==> config.mk <==
export PLATFORM = sky130hd
export DESIGN_NAME = azp_top
export DESIGN_NICKNAME = d
export VERILOG_FILES = /design/src/core/azp_pkg.sv /design/src/core/azp_top.sv
export SDC_FILE = /design/constraint.sdc
export NUM_CORES = 1
export LEC_CHECK = 0
export BUFFER_PORTS_ARGS = -buffer_cell sky130_fd_sc_hd__buf_2
export CORE_AREA = 8 8 179 147
export CTS_CLUSTER_SIZE = 12
export DETAILED_ROUTE_END_ITERATION = 8
export DIE_AREA = 0 0 187 155
export PLACE_DENSITY = 0.57
export SKIP_LAST_GASP = 1
export SLEW_MARGIN = 30
export SYNTH_ARGS = -nofsm -noshare
export SYNTH_HDL_FRONTEND = slang
export SYNTH_SLANG_ARGS = --single-unit
==> constraint.sdc <==
create_clock -name ref_clk_i -period 2.55 [get_ports ref_clk_i]
set_input_delay 0 -clock ref_clk_i [delete_from_list [all_inputs] [get_ports ref_clk_i]]
set_output_delay 0 -clock ref_clk_i [all_outputs]
set_load 0.05 [all_outputs]
==> src/core/azp_pkg.sv <==
// Package with register map, field positions, codes and timing for the axis zero position block.
package azp_pkg;
	localparam logic [7:0] ADDR_ENV_A = 8'h00;
	localparam logic [7:0] ADDR_ENV_B = 8'h04;
	localparam logic [7:0] ADDR_ENV_C = 8'h08;
	localparam logic [7:0] ADDR_SUB_STATUS = 8'h0c;
	localparam logic [7:0] ADDR_EXT_STATUS = 8'h10;
	localparam logic [7:0] ADDR_CONTROL = 8'h14;

	localparam logic [31:0] ENV_A_RESET = 32'h0000_0000;
	localparam logic [31:0] ENV_B_RESET = 32'h0000_0000;
	localparam logic [31:0] ENV_C_RESET = 32'h0000_0000;
	localparam logic [6:0] OPCODE_RESET = 7'h00;

	localparam int ENV_A_LIMIT_DECEL = 3;
	localparam int ENV_A_ORIGIN_POL = 7;
	localparam int ENV_A_CLEAR_OUT_EN = 9;
	localparam int ENV_A_FILTER_EN = 26;
	localparam int ENV_B_INDEX_RISING = 23;
	localparam int ENV_C_TARGET_LSB = 4;
	localparam int ENV_C_COUNTER_RST_EN = 8;
	localparam int ENV_C_RETURN_USE_INDEX = 9;
	localparam int CTRL_START = 8;
	localparam int CTRL_ABORT = 9;
	localparam int SUB_BUSY = 0;
	localparam int SUB_LIMIT_POS = 12;
	localparam int SUB_LIMIT_NEG = 13;
	localparam int SUB_ORIGIN = 14;
	localparam int EXT_LIMIT_ERR = 4;
	localparam int EXT_INDEX_STATE = 10;

	localparam logic [6:0] OP_RETURN_POS = 7'h10;
	localparam logic [6:0] OP_RETURN_NEG = 7'h18;
	localparam logic [6:0] OP_LEAVE_POS = 7'h12;
	localparam logic [6:0] OP_LEAVE_NEG = 7'h1a;
	localparam logic [6:0] OP_SEARCH_POS = 7'h15;
	localparam logic [6:0] OP_SEARCH_NEG = 7'h1d;

	localparam int CLK_PERIOD_NS = 40;
	localparam int FILTER_TIME_NS = 4000;
	localparam int FILTER_CYCLES_INT = (FILTER_TIME_NS + CLK_PERIOD_NS - 1) / CLK_PERIOD_NS;
	localparam logic [6:0] FILTER_CYCLES = 7'(FILTER_CYCLES_INT);

	typedef enum logic [1:0] {
		ST_IDLE = 2'b00,
		ST_FEED = 2'b01,
		ST_COUNT = 2'b10
	} azp_state_e;

	typedef enum logic [1:0] {
		KIND_RETURN = 2'b00,
		KIND_LEAVE = 2'b01,
		KIND_SEARCH = 2'b10,
		KIND_NONE = 2'b11
	} azp_kind_e;

	typedef struct packed {
		logic limit_sel_neg;
		logic limit_neg;
		logic limit_pos;
		logic index;
		logic origin;
	} azp_sensor_s;
endpackage

==> src/core/azp_top.sv <==
// Axis zero position logic: sensor conditioning, operation sequencing and status registers.
//
// Notes on behaviour
// Leave-zero codes 12h and 1Ah move the axis positive and negative respectively.
// Search codes 15h and 1Dh move the axis positive and negative respectively.
// Return codes 10h and 18h feed positive or negative until completion.
// Stop and completion come from origin, index pulse or end-limit inputs.
// Origin input is active low when config A bit 7 is 0, high when 1.
// Sub status bit 14 shows origin state after polarity, 1 meaning on.
// Index pulses count on falling edges if config B bit 23 is 0, else rising.
// Config C bits 7:4 hold index count minus one; reaching it completes.
// Extended status bit 10 shows the current index input, 1 while on.
// A pin sets end-limit polarity: low positive logic, high negative logic.
// End limit on stops with deceleration if config A bit 3 is 1, else immediately.
// Sub status bits 12 and 13 show positive and negative end limit, 1 on.
// Config A bit 26 filters origin and end limits, ignoring pulses under 4 us.
// Finished zero return clears position and pulses deviation clear when enabled.
`timescale 1ns/1ps
module azp_top
	import azp_pkg::*;
(
	input wire logic ref_clk_i,
	input wire logic rst_i,
	input wire logic [7:0] reg_addr_i,
	input wire logic [31:0] reg_wdata_i,
	input wire logic reg_we_i,
	input wire logic reg_re_i,
	output logic [31:0] reg_rdata_o,
	input wire azp_pkg::azp_sensor_s sensor_i,
	output logic axis_run_o,
	output logic axis_dir_pos_o,
	output logic axis_decel_stop_o,
	output logic axis_immediate_stop_o,
	output logic axis_done_o,
	output logic position_clear_o,
	output logic deviation_clear_out_o
);
	import azp_pkg::*;

	function automatic azp_kind_e op_kind(input logic [6:0] code);
		unique case (code)
			OP_RETURN_POS, OP_RETURN_NEG: op_kind = KIND_RETURN;
			OP_LEAVE_POS, OP_LEAVE_NEG: op_kind = KIND_LEAVE;
			OP_SEARCH_POS, OP_SEARCH_NEG: op_kind = KIND_SEARCH;
			default: op_kind = KIND_NONE;
		endcase
	endfunction

	// Bit 3 of every zero position code marks the negative direction.
	function automatic logic op_dir_pos(input logic [6:0] code);
		op_dir_pos = ~code[3];
	endfunction

	logic [31:0] env_a_q;
	logic [31:0] env_b_q;
	logic [31:0] env_c_q;
	logic [6:0] opcode_q;
	azp_sensor_s sync1_q;
	azp_sensor_s sync2_q;
	azp_sensor_s sync3_q;
	azp_sensor_s clean_q;
	logic [4:0] filt_q;
	logic [6:0] filt_cnt_q [0:4];
	logic index_prev_q;
	azp_state_e state_q;
	azp_kind_e kind_q;
	logic [3:0] idx_cnt_q;
	logic limit_err_q;
	logic [31:0] rdata_q;

	logic origin_on;
	logic limit_pos_on;
	logic limit_neg_on;
	logic index_on;
	logic index_edge;
	logic limit_hit;
	logic start_acc;
	logic abort_acc;
	logic [3:0] idx_target;
	logic done_now;
	logic done_return;

	// Only two of the three stages agree before a change is taken, so one-cycle noise is lost.
	always_ff @(posedge ref_clk_i)
	begin
		if (rst_i)
		begin
			sync1_q <= '0;
			sync2_q <= '0;
			sync3_q <= '0;
			clean_q <= '0;
			index_prev_q <= 1'b0;
		end
		else
		begin
			sync1_q <= sensor_i;
			sync2_q <= sync1_q;
			sync3_q <= sync2_q;
			index_prev_q <= index_on;
			for (int i = 0; i < 5; i++)
			begin
				if (sync2_q[i] == sync3_q[i])
				begin
					clean_q[i] <= sync3_q[i];
				end
			end
		end
	end

	// The filter delays every real change by the full window; that latency is the price of it.
	always_ff @(posedge ref_clk_i)
	begin
		if (rst_i)
		begin
			filt_q <= '0;
			for (int i = 0; i < 5; i++)
			begin
				filt_cnt_q[i] <= 7'h00;
			end
		end
		else
		begin
			for (int i = 0; i < 5; i++)
			begin
				if (!env_a_q[ENV_A_FILTER_EN] || i == 1 || i == 4)
				begin
					filt_q[i] <= clean_q[i];
					filt_cnt_q[i] <= 7'h00;
				end
				else if (clean_q[i] == filt_q[i])
				begin
					filt_cnt_q[i] <= 7'h00;
				end
				else if (filt_cnt_q[i] == FILTER_CYCLES - 7'h01)
				begin
					filt_q[i] <= clean_q[i];
					filt_cnt_q[i] <= 7'h00;
				end
				else
				begin
					filt_cnt_q[i] <= filt_cnt_q[i] + 7'h01;
				end
			end
		end
	end

	assign origin_on = env_a_q[ENV_A_ORIGIN_POL] ? filt_q[0] : ~filt_q[0];
	assign limit_pos_on = clean_q.limit_sel_neg ? ~filt_q[2] : filt_q[2];
	assign limit_neg_on = clean_q.limit_sel_neg ? ~filt_q[3] : filt_q[3];
	assign index_on = clean_q.index;
	assign index_edge = env_b_q[ENV_B_INDEX_RISING] ? (index_on & ~index_prev_q)
		: (~index_on & index_prev_q);
	assign idx_target = env_c_q[ENV_C_TARGET_LSB +: 4];
	assign limit_hit = axis_dir_pos_o ? limit_pos_on : limit_neg_on;
	assign start_acc = reg_we_i && reg_addr_i == ADDR_CONTROL && reg_wdata_i[CTRL_START]
		&& state_q == ST_IDLE && op_kind(reg_wdata_i[6:0]) != KIND_NONE;
	assign abort_acc = reg_we_i && reg_addr_i == ADDR_CONTROL && reg_wdata_i[CTRL_ABORT]
		&& state_q != ST_IDLE;

	always_ff @(posedge ref_clk_i)
	begin
		if (rst_i)
		begin
			env_a_q <= ENV_A_RESET;
			env_b_q <= ENV_B_RESET;
			env_c_q <= ENV_C_RESET;
			opcode_q <= OPCODE_RESET;
		end
		else if (reg_we_i)
		begin
			unique case (reg_addr_i)
				ADDR_ENV_A: env_a_q <= reg_wdata_i;
				ADDR_ENV_B: env_b_q <= reg_wdata_i;
				ADDR_ENV_C: env_c_q <= reg_wdata_i;
				ADDR_CONTROL: opcode_q <= reg_wdata_i[6:0];
				default: ;
			endcase
		end
	end

	always_comb
	begin
		done_now = 1'b0;
		if (!abort_acc && !limit_hit)
		begin
			unique case (state_q)
				ST_FEED: done_now = (kind_q == KIND_LEAVE && !origin_on)
					|| (kind_q == KIND_RETURN && origin_on
					&& !env_c_q[ENV_C_RETURN_USE_INDEX]);
				ST_COUNT: done_now = index_edge && idx_cnt_q == idx_target;
				default: done_now = 1'b0;
			endcase
		end
	end
	assign done_return = done_now && kind_q == KIND_RETURN;

	always_ff @(posedge ref_clk_i)
	begin
		if (rst_i)
		begin
			state_q <= ST_IDLE;
			kind_q <= KIND_NONE;
			idx_cnt_q <= 4'h0;
			axis_dir_pos_o <= 1'b1;
		end
		else if (start_acc)
		begin
			state_q <= ST_FEED;
			kind_q <= op_kind(reg_wdata_i[6:0]);
			axis_dir_pos_o <= op_dir_pos(reg_wdata_i[6:0]);
			idx_cnt_q <= 4'h0;
		end
		else if (abort_acc || limit_hit || done_now)
		begin
			state_q <= ST_IDLE;
		end
		else
		begin
			unique case (state_q)
				ST_FEED:
				begin
					if (origin_on && kind_q != KIND_LEAVE)
					begin
						state_q <= ST_COUNT;
					end
				end
				ST_COUNT:
				begin
					if (index_edge)
					begin
						idx_cnt_q <= idx_cnt_q + 4'h1;
					end
				end
				default: state_q <= ST_IDLE;
			endcase
		end
	end
	assign axis_run_o = state_q != ST_IDLE;

	// A limit hit while running and an accepted start never share a cycle: start is only taken in idle.
	always_ff @(posedge ref_clk_i)
	begin
		if (rst_i)
		begin
			axis_decel_stop_o <= 1'b0;
			axis_immediate_stop_o <= 1'b0;
			axis_done_o <= 1'b0;
			position_clear_o <= 1'b0;
			deviation_clear_out_o <= 1'b0;
			limit_err_q <= 1'b0;
		end
		else
		begin
			axis_decel_stop_o <= axis_run_o && limit_hit && env_a_q[ENV_A_LIMIT_DECEL];
			axis_immediate_stop_o <= axis_run_o && ((limit_hit && !env_a_q[ENV_A_LIMIT_DECEL])
				|| abort_acc || done_now);
			axis_done_o <= done_now;
			position_clear_o <= done_return && env_c_q[ENV_C_COUNTER_RST_EN];
			deviation_clear_out_o <= done_return && env_a_q[ENV_A_CLEAR_OUT_EN];
			if (axis_run_o && limit_hit)
			begin
				limit_err_q <= 1'b1;
			end
			else if (start_acc)
			begin
				limit_err_q <= 1'b0;
			end
		end
	end

	always_ff @(posedge ref_clk_i)
	begin
		if (rst_i || !reg_re_i)
		begin
			rdata_q <= 32'h0000_0000;
		end
		else
		begin
			unique case (reg_addr_i)
				ADDR_ENV_A: rdata_q <= env_a_q;
				ADDR_ENV_B: rdata_q <= env_b_q;
				ADDR_ENV_C: rdata_q <= env_c_q;
				ADDR_CONTROL: rdata_q <= {25'h0000000, opcode_q};
				ADDR_SUB_STATUS: rdata_q <= {17'h00000, origin_on, limit_neg_on, limit_pos_on,
					11'h000, axis_run_o};
				ADDR_EXT_STATUS: rdata_q <= {21'h000000, index_on, 5'h00, limit_err_q,
					2'h0, state_q};
				default: rdata_q <= 32'h0000_0000;
			endcase
		end
	end
	assign reg_rdata_o = rdata_q;

	a_dir_leave: assert property (@(posedge ref_clk_i) disable iff (rst_i)
		start_acc && reg_wdata_i[6:0] == OP_LEAVE_NEG |=> axis_run_o && !axis_dir_pos_o)
		else $error("leave negative did not start negative");
	a_dir_search: assert property (@(posedge ref_clk_i) disable iff (rst_i)
		start_acc && reg_wdata_i[6:0] == OP_SEARCH_POS |=> axis_run_o && axis_dir_pos_o)
		else $error("search positive did not start positive");
	a_dir_return: assert property (@(posedge ref_clk_i) disable iff (rst_i)
		start_acc && reg_wdata_i[6:0] == OP_RETURN_NEG |=> !axis_dir_pos_o
		&& state_q == ST_FEED && kind_q == KIND_RETURN)
		else $error("return negative did not feed negative");
	a_leave_done: assert property (@(posedge ref_clk_i) disable iff (rst_i)
		state_q == ST_FEED && kind_q == KIND_LEAVE && !origin_on && !limit_hit && !abort_acc
		|=> axis_done_o && !axis_run_o)
		else $error("leave did not end on origin off");
	a_origin_read: assert property (@(posedge ref_clk_i) disable iff (rst_i)
		reg_re_i && reg_addr_i == ADDR_SUB_STATUS
		|=> reg_rdata_o[SUB_ORIGIN] == ($past(env_a_q[ENV_A_ORIGIN_POL]) ~^ $past(filt_q[0])))
		else $error("origin status wrong");
	a_index_read: assert property (@(posedge ref_clk_i) disable iff (rst_i)
		reg_re_i && reg_addr_i == ADDR_EXT_STATUS
		|=> reg_rdata_o[EXT_INDEX_STATE] == $past(clean_q.index))
		else $error("index status wrong");
	a_index_count: assert property (@(posedge ref_clk_i) disable iff (rst_i)
		state_q == ST_COUNT && index_edge && idx_cnt_q != idx_target && !limit_hit && !abort_acc
		|=> state_q == ST_COUNT && idx_cnt_q == $past(idx_cnt_q) + 4'h1)
		else $error("index count did not advance");
	a_limit_stop: assert property (@(posedge ref_clk_i) disable iff (rst_i)
		axis_run_o && limit_hit |=> !axis_run_o
		&& axis_decel_stop_o == $past(env_a_q[ENV_A_LIMIT_DECEL])
		&& axis_immediate_stop_o == !$past(env_a_q[ENV_A_LIMIT_DECEL]))
		else $error("limit stop wrong");
	a_limit_read: assert property (@(posedge ref_clk_i) disable iff (rst_i)
		reg_re_i && reg_addr_i == ADDR_SUB_STATUS
		|=> reg_rdata_o[SUB_LIMIT_NEG:SUB_LIMIT_POS] == $past({limit_neg_on, limit_pos_on}))
		else $error("limit status wrong");
	a_filter_hold: assert property (@(posedge ref_clk_i) disable iff (rst_i)
		env_a_q[ENV_A_FILTER_EN] && clean_q.origin != filt_q[0]
		&& filt_cnt_q[0] < FILTER_CYCLES - 7'h01 |=> $stable(filt_q[0]))
		else $error("filter passed a short pulse");
	a_clear_gate: assert property (@(posedge ref_clk_i) disable iff (rst_i)
		position_clear_o || deviation_clear_out_o |-> axis_done_o && $past(kind_q) == KIND_RETURN)
		else $error("clear outside a finished return");
endmodule

Word level (Yosys, flattened, before mapping)
Memories as Yosys holds them, arrays and structs flattened.
Index checks and enable logic that the tools add are counted.
Word-level totals
  latch bits: 0
  bits in read-only memories: 0
  memories kept: 1
  RAM bits: 35
  register bits after elaboration: 174
Memories
  filt_cnt_q: words 5, bits a word 7, read ports 3, clocked after Yosys merged registers in 0, wr ports 5, line azp_top.sv:63  | logic [6:0] filt_cnt_q [0:4];
Cells by class
  order comparisons: 0
  equality and inequality tests: 37
  reduce and logical (&&, ||, !) cells: 51
  multipliers: 0
  mux-type cells: 86
  shift operators: 0
  divide/modulo/power cells: 0
  bitwise operators: 24
  $add $sub $neg: 4
Operator list (count)
  $pmux 32 s6: 1
  $mux 7: 14
  $mux 1: 67
  $eq 7x5->1 const B: 6
  $add 7x1->7 const B: 3
  $eq 7x7->1 const B: 3
  $logic_and 1x1->1: 19
  $reduce_and 2->1: 9
  $eq 8x4->1 const B: 2
  $eq 8x5->1 const B: 2
  $or 1x1->1: 14
  $ne 2x2->1 const B: 5
  $eq 1x1->1: 8
  $eq 8x3->1 const B: 1
  $logic_not 8->1: 1
  $ne 2x1->1 const B: 4
  $not 1->1: 8
  $reduce_or 2->1: 4
  $logic_not 1->1: 6
  $logic_or 1x1->1: 6
  $pmux 2 s3: 1
  $add 4x1->4 const B: 1
  $eq 2x1->1 const B: 2
  $eq 4x4->1: 1
  11 further kinds: 14

Depth between registers and ports, before layout
  depth after elaboration: 10
  gate-level depth with buffers: 9
  gate-level depth less buffers: 8

Worst setup path after synthesis
No wires, ideal clock.
  kind: register to register
  start: register axis_dir_pos_o
  end: register idx_cnt_q[3]
  stages on the path, launching flop included: 7
  slack: 0.391 ns
  path buffers: 0
  data required time: 2.480 ns
  arrival: 2.089 ns
  cells stage by stage: dfxtp_1 -> mux2i_1 -> xor2_1 -> o211ai_1 -> or3_1 -> or3_1 -> a21oi_1
On the way
  longest elaborated chain between the ends: 7
  elaborated cells on any way between the ends: 8
  classes of those cells: mux (2); bitwise (1); reduce/logical (5)
RTL lines
  start: declaration: line azp_top.sv:31  | output logic axis_dir_pos_o,
  start signal: assignment: line azp_top.sv:210  | axis_dir_pos_o <= op_dir_pos(reg_wdata_i[6:0]);
  $mux 1 *: line azp_top.sv:154  | assign limit_hit = axis_dir_pos_o ? limit_pos_on : limit_neg_on;
  $logic_not 1->1: line azp_top.sv:184  | if (!abort_acc && !limit_hit)
  $logic_and 1x1->1: line azp_top.sv:184
  $mux 1: line azp_top.sv:184
  $logic_or 1x1->1 *: line azp_top.sv:213  | else if (abort_acc || limit_hit || done_now)
  $not 1->1 (no source line) *
  $reduce_and 3->1 (no source line) *
  end signal: assignment: line azp_top.sv:231  | idx_cnt_q <= idx_cnt_q + 4'h1;
  end: declaration: line azp_top.sv:67  | logic [3:0] idx_cnt_q;
Mark *: on every way between the ends. The rest lies on a longest branch, timed or not.
A chain may end at the register's enable or synchronous reset.

Final worst setup path
Ends and elaborated chain as after synthesis.

==> impl_metrics.csv <==
group,metric,value,unit
outcome,outcome,"finished, final reports clean",
sta,period_needed,2.018,ns
clocking,cts_setup_buffers,0,
grt,antenna_found_initial,2,
finish,drive_above_1_share,0.1758,
clocking,cts.path.max_buffers,2,
logic_synthesis,ys_types,52,
worst_setup_path,crit_buf_inv,0,
logic_synthesis,synth_edf_count,21,
pwr,power,6264,uW
worst_setup_path,worstReg2RegEnd,"idx_cnt_q[3]$_SDFFE_PP0P_",
pwr,power_density,632.0,mW/mm2
logic_synthesis,netlist_area,0.008006,mm2
sta,hold_viol_final,0,
worst_setup_path,reg2reg_depth,6,
hold_path,hold_depth,4,
die,die_h,155,um
worst_setup_path,endpoint_kind,"register",
worst_setup_path,cp-startpoint,"axis_dir_pos_o$_SDFFE_PP1P_",
worst_setup_path,required,2.92,ns
worst_setup_path,crit_type,"reg -> reg",
pwr,leakage,0.003759,uW
worst_setup_path,crit_slowest_cell,"dfxtp_1",
routing,route.detailed.drc,0,
logic_synthesis,syn_inst,902,
routing,wl,21530,um
routing,ant_nets,0,
logic_synthesis,syn_area_per_cell,8.876,um2
die,initial_core_util,0.3382,
worst_setup_path,cp_top_family,"simple AND/OR/NAND/NOR gates",
finish,fill_cells,2367,
place,gp_congestion,0.8354,
sta,setup-tns-final,0,ns
pwr,vdd_ir_drop_max,0.5460,mV
clocking,ctsResizeCount,0,
clocking,cts_made_buffers,17,
grt,grt_first_pass_wirelength,34930,um
worst_setup_path,startpoint_type,"register",
grt,grt_max_degree,75,
grt,grtUsageTotal,0.1513,
worst_setup_path,path_common_cell,"or3_1",
sta,clock_skew,0.01350,ns
logic_synthesis,ys.flop_type,"dfxtp_1",
clocking,cts_tree,"done",
sta,finalCritPeriodShare,0.7913,
die,core-area,0.02367,mm2
grt,overflow,0,
logic_synthesis,yosysWarningCount,0,
routing,dr.pass1.iters,5,
routing,vias_per_cell,4.772,
clocking,worstSkewPairLatency,0.44,ns
worst_setup_path,rrSetupSlack,0.53,ns
grt,grt_pass1_vias,6498,
die,fp.dieArea,0.02899,mm2
clocking,clk_pin_slew_worst_paths,0.06,ns
routing,wl_per_cell,15.62,um
die,ios,88,
logic_synthesis,yosys_register_bits,195,
clocking,clock_sinks,195,
logic_synthesis,synth.yosys.seq_area_share,0.5138,
flow_run,cap_violations,0,
worst_setup_path,crit_fanout,6,
place,port_buffers,87,
routing,vias,6576,
finish,syn2layout_area_growth,23.79,%
logic_synthesis,yosysTopAreaCellShare,0.4351,
sta,rsz0062_at_grt,"false",
logic_synthesis,synth_area_leaders,"dfxtp_1 44%, nand2_1 10%, edfxtp_1 7.9%",
finish,fin_nets,1101,
worst_setup_path,arrival,2.38,ns
sta,slew_viol_final,0,
worst_setup_path,path_cells,"mux2i_1 -> xor2_1 -> o211ai_1 -> or3_1 -> or3_1 -> a21oi_1",
logic_synthesis,async_reset_ff_frac,0,
hold_path,min_path_type,"in -> reg",
clocking,htree_levels,4,
worst_setup_path,r2r_start,"axis_dir_pos_o$_SDFFE_PP1P_",
hold_path,min_to,"reg_rdata_o[14]$_SDFF_PP0_",
clocking,cts_root_buf,"clkbuf_16",
sta,worstMarginPinSlew,0.9300,ns
die,rows,51,
sta,timing.slew.headroom,0.3800,
logic_synthesis,yosysTopAreaCell,"dfxtp_1",
die,die_w,187,um
routing,dr.first_iter.drc_count,511,
sta,setup_violations,0,
place,dp_hpwl,14610,um
sta,fmaxAchievable,495.6,MHz
hold_path,hp-start,"reg_addr_i[6]",
worst_setup_path,critPathMaxStageDelay,0.38,ns
## cell families after synthesis
logic type / Yosys count / synth area share
AND/OR/NAND/NOR: 395 / 0.2161
flip-flops: 195 / 0.5138
AO/OA/AOI/OAI: 171 / 0.1319
XOR/XNOR: 27 / 0.02954
adder cells (fa/ha/maj): 7 / 0.01094
other: 1 / 0.0004684
buffers and inverters: 62 / 0.03907
multiplexers: 44 / 0.05813
## what timing repair did
action,CTS,global route
hold buffers,44,0
hold endpoints to repair,128,0
setup endpoints to repair,0,0
## synth_stat cells, drive strengths merged (2+ instances only)
cell type / instances
or3: 4
ha: 7
o21ai: 13
nand2b: 2
nor2b: 19
nand2: 219
nor4bb: 3
nand3b: 3
nor3: 8
a22oi: 10
buf: 24
and3: 11
dfxtp: 174
or2: 2
clkbuf: 30
nor2: 89
xnor2: 14
nand4b: 2
and3b: 2
mux2i: 42
o31ai: 6
a211oi: 2
nor4b: 2
xor2: 13
o22ai: 2
a21oi: 130
nor3b: 2
a211o: 2
nand3: 22
edfxtp: 21
mux4: 2
nand4: 2
a31oi: 2
inv: 8
## flip-flops by register name (all words and copies together) (netlist names), 3 cells and up
register,flops
env_c_q,32
env_b_q,32
filt_cnt_q,21
env_a_q,32
sync1_q,5
sync2_q,5
clean_q,4
filt_q,3
reg_rdata_o,32
idx_cnt_q,4
sync3_q,5
opcode_q,7
## metal layers
| layer | GRT usage | vias up | routed length, um |
|---|---|---|---|
| met5 | 0 | - | 0 |
| met4 | 0.04115 | 0 | 206 |
| met3 | 0.04362 | 20 | 1178 |
| met2 | 0.2325 | 139 | 9369 |
| met1 | 0.2050 | 3120 | 10780 |
| li1 | - | 3297 | - |
## cells in the final DEF, fill, tap and decap left out, drive strengths merged, types with 2 or more instances in the layout
master and count:
buf 114, o31ai 6, conb 21, bufinv 3, nand4 2, edfxtp 21
nand2 219, a31oi 2, diode 2, a211oi 2, nor3b 2, o21ai 13
mux4 2, nor2b 19, and3b 2, nor4bb 3, or3 4, nor4b 2
inv 12, or2 2, a211o 2, mux2i 42, clkbuf 22, nor2 89
dlygate4sd3 44, a21oi 130, nand3 22, dfxtp 174, xnor2 14, ha 7
a22oi 10, xor2 13, nand4b 2, clkinv 2, and3 11, o22ai 2
nand3b 3, nand2b 2, nor3 8
## metrics by stage
| stage | utilization | std cells | setup slack (ns) | hold slack, ns | instance area, um2 |
|---|---|---|---|---|---|
| after global placement | 0.3737 | 1300 | 0.6163 | 0.2152 | 8846 |
| final | 0.4186 | 1378 | 0.5322 | 0.08438 | 9911 |
| after detailed placement | 0.3737 | 1300 | 0.5639 | 0.2121 | 8846 |
| after global routing | 0.4186 | 1378 | 0.3751 | 0.07398 | 9911 |
| after CTS | 0.4184 | 1376 | 0.5553 | 0.06823 | 9906 |
| after floorplan | - | 922 | 0.3906 | 0.1282 | 8082 |
## area by class of cell
class / count / area, um2 / share of cell area
diodes: 2 / 5.005 / 0.0005050
well taps: 318 / 397.9 / 0.04015
multi-input cells: 665 / 3664 / 0.3696
flip-flops and latches: 195 / 4114 / 0.4151
clock buffers: 22 / 475.5 / 0.04797
repair buffers: 158 / 1081 / 0.1091
clock inverters: 10 / 143.9 / 0.01452
inverters: 8 / 30.03 / 0.003030
## how the worst max path moves through the flow
stage | to | slack (ns) | depth (start not counted)
2_1_floorplan | idx_cnt_q[3]$_SDFFE_PP0P_ | 0.39 | 6
3_3_place_gp | idx_cnt_q[3]$_SDFFE_PP0P_ | 0.62 | 6
3_5_place_dp | idx_cnt_q[3]$_SDFFE_PP0P_ | 0.56 | 6
4_1_cts | idx_cnt_q[3]$_SDFFE_PP0P_ | 0.56 | 6
5_1_grt | idx_cnt_q[3]$_SDFFE_PP0P_ | 0.38 | 6
6_report | idx_cnt_q[3]$_SDFFE_PP0P_ | 0.53 | 6
## where the power goes
| part | switching [uW] | internal (uW) |
|---|---|---|
| Combinational | 168 | 120 |
| Clock | 1200 | 1640 |
| Sequential | 16.2 | 3120 |
## tightest hold or removal path, stage by stage
cell	delay (ns)
buf_2	0.07
or3_4	0.11
nor2_1	0.08
and3_1	0.19
Power figures use the tool's default switching activity.
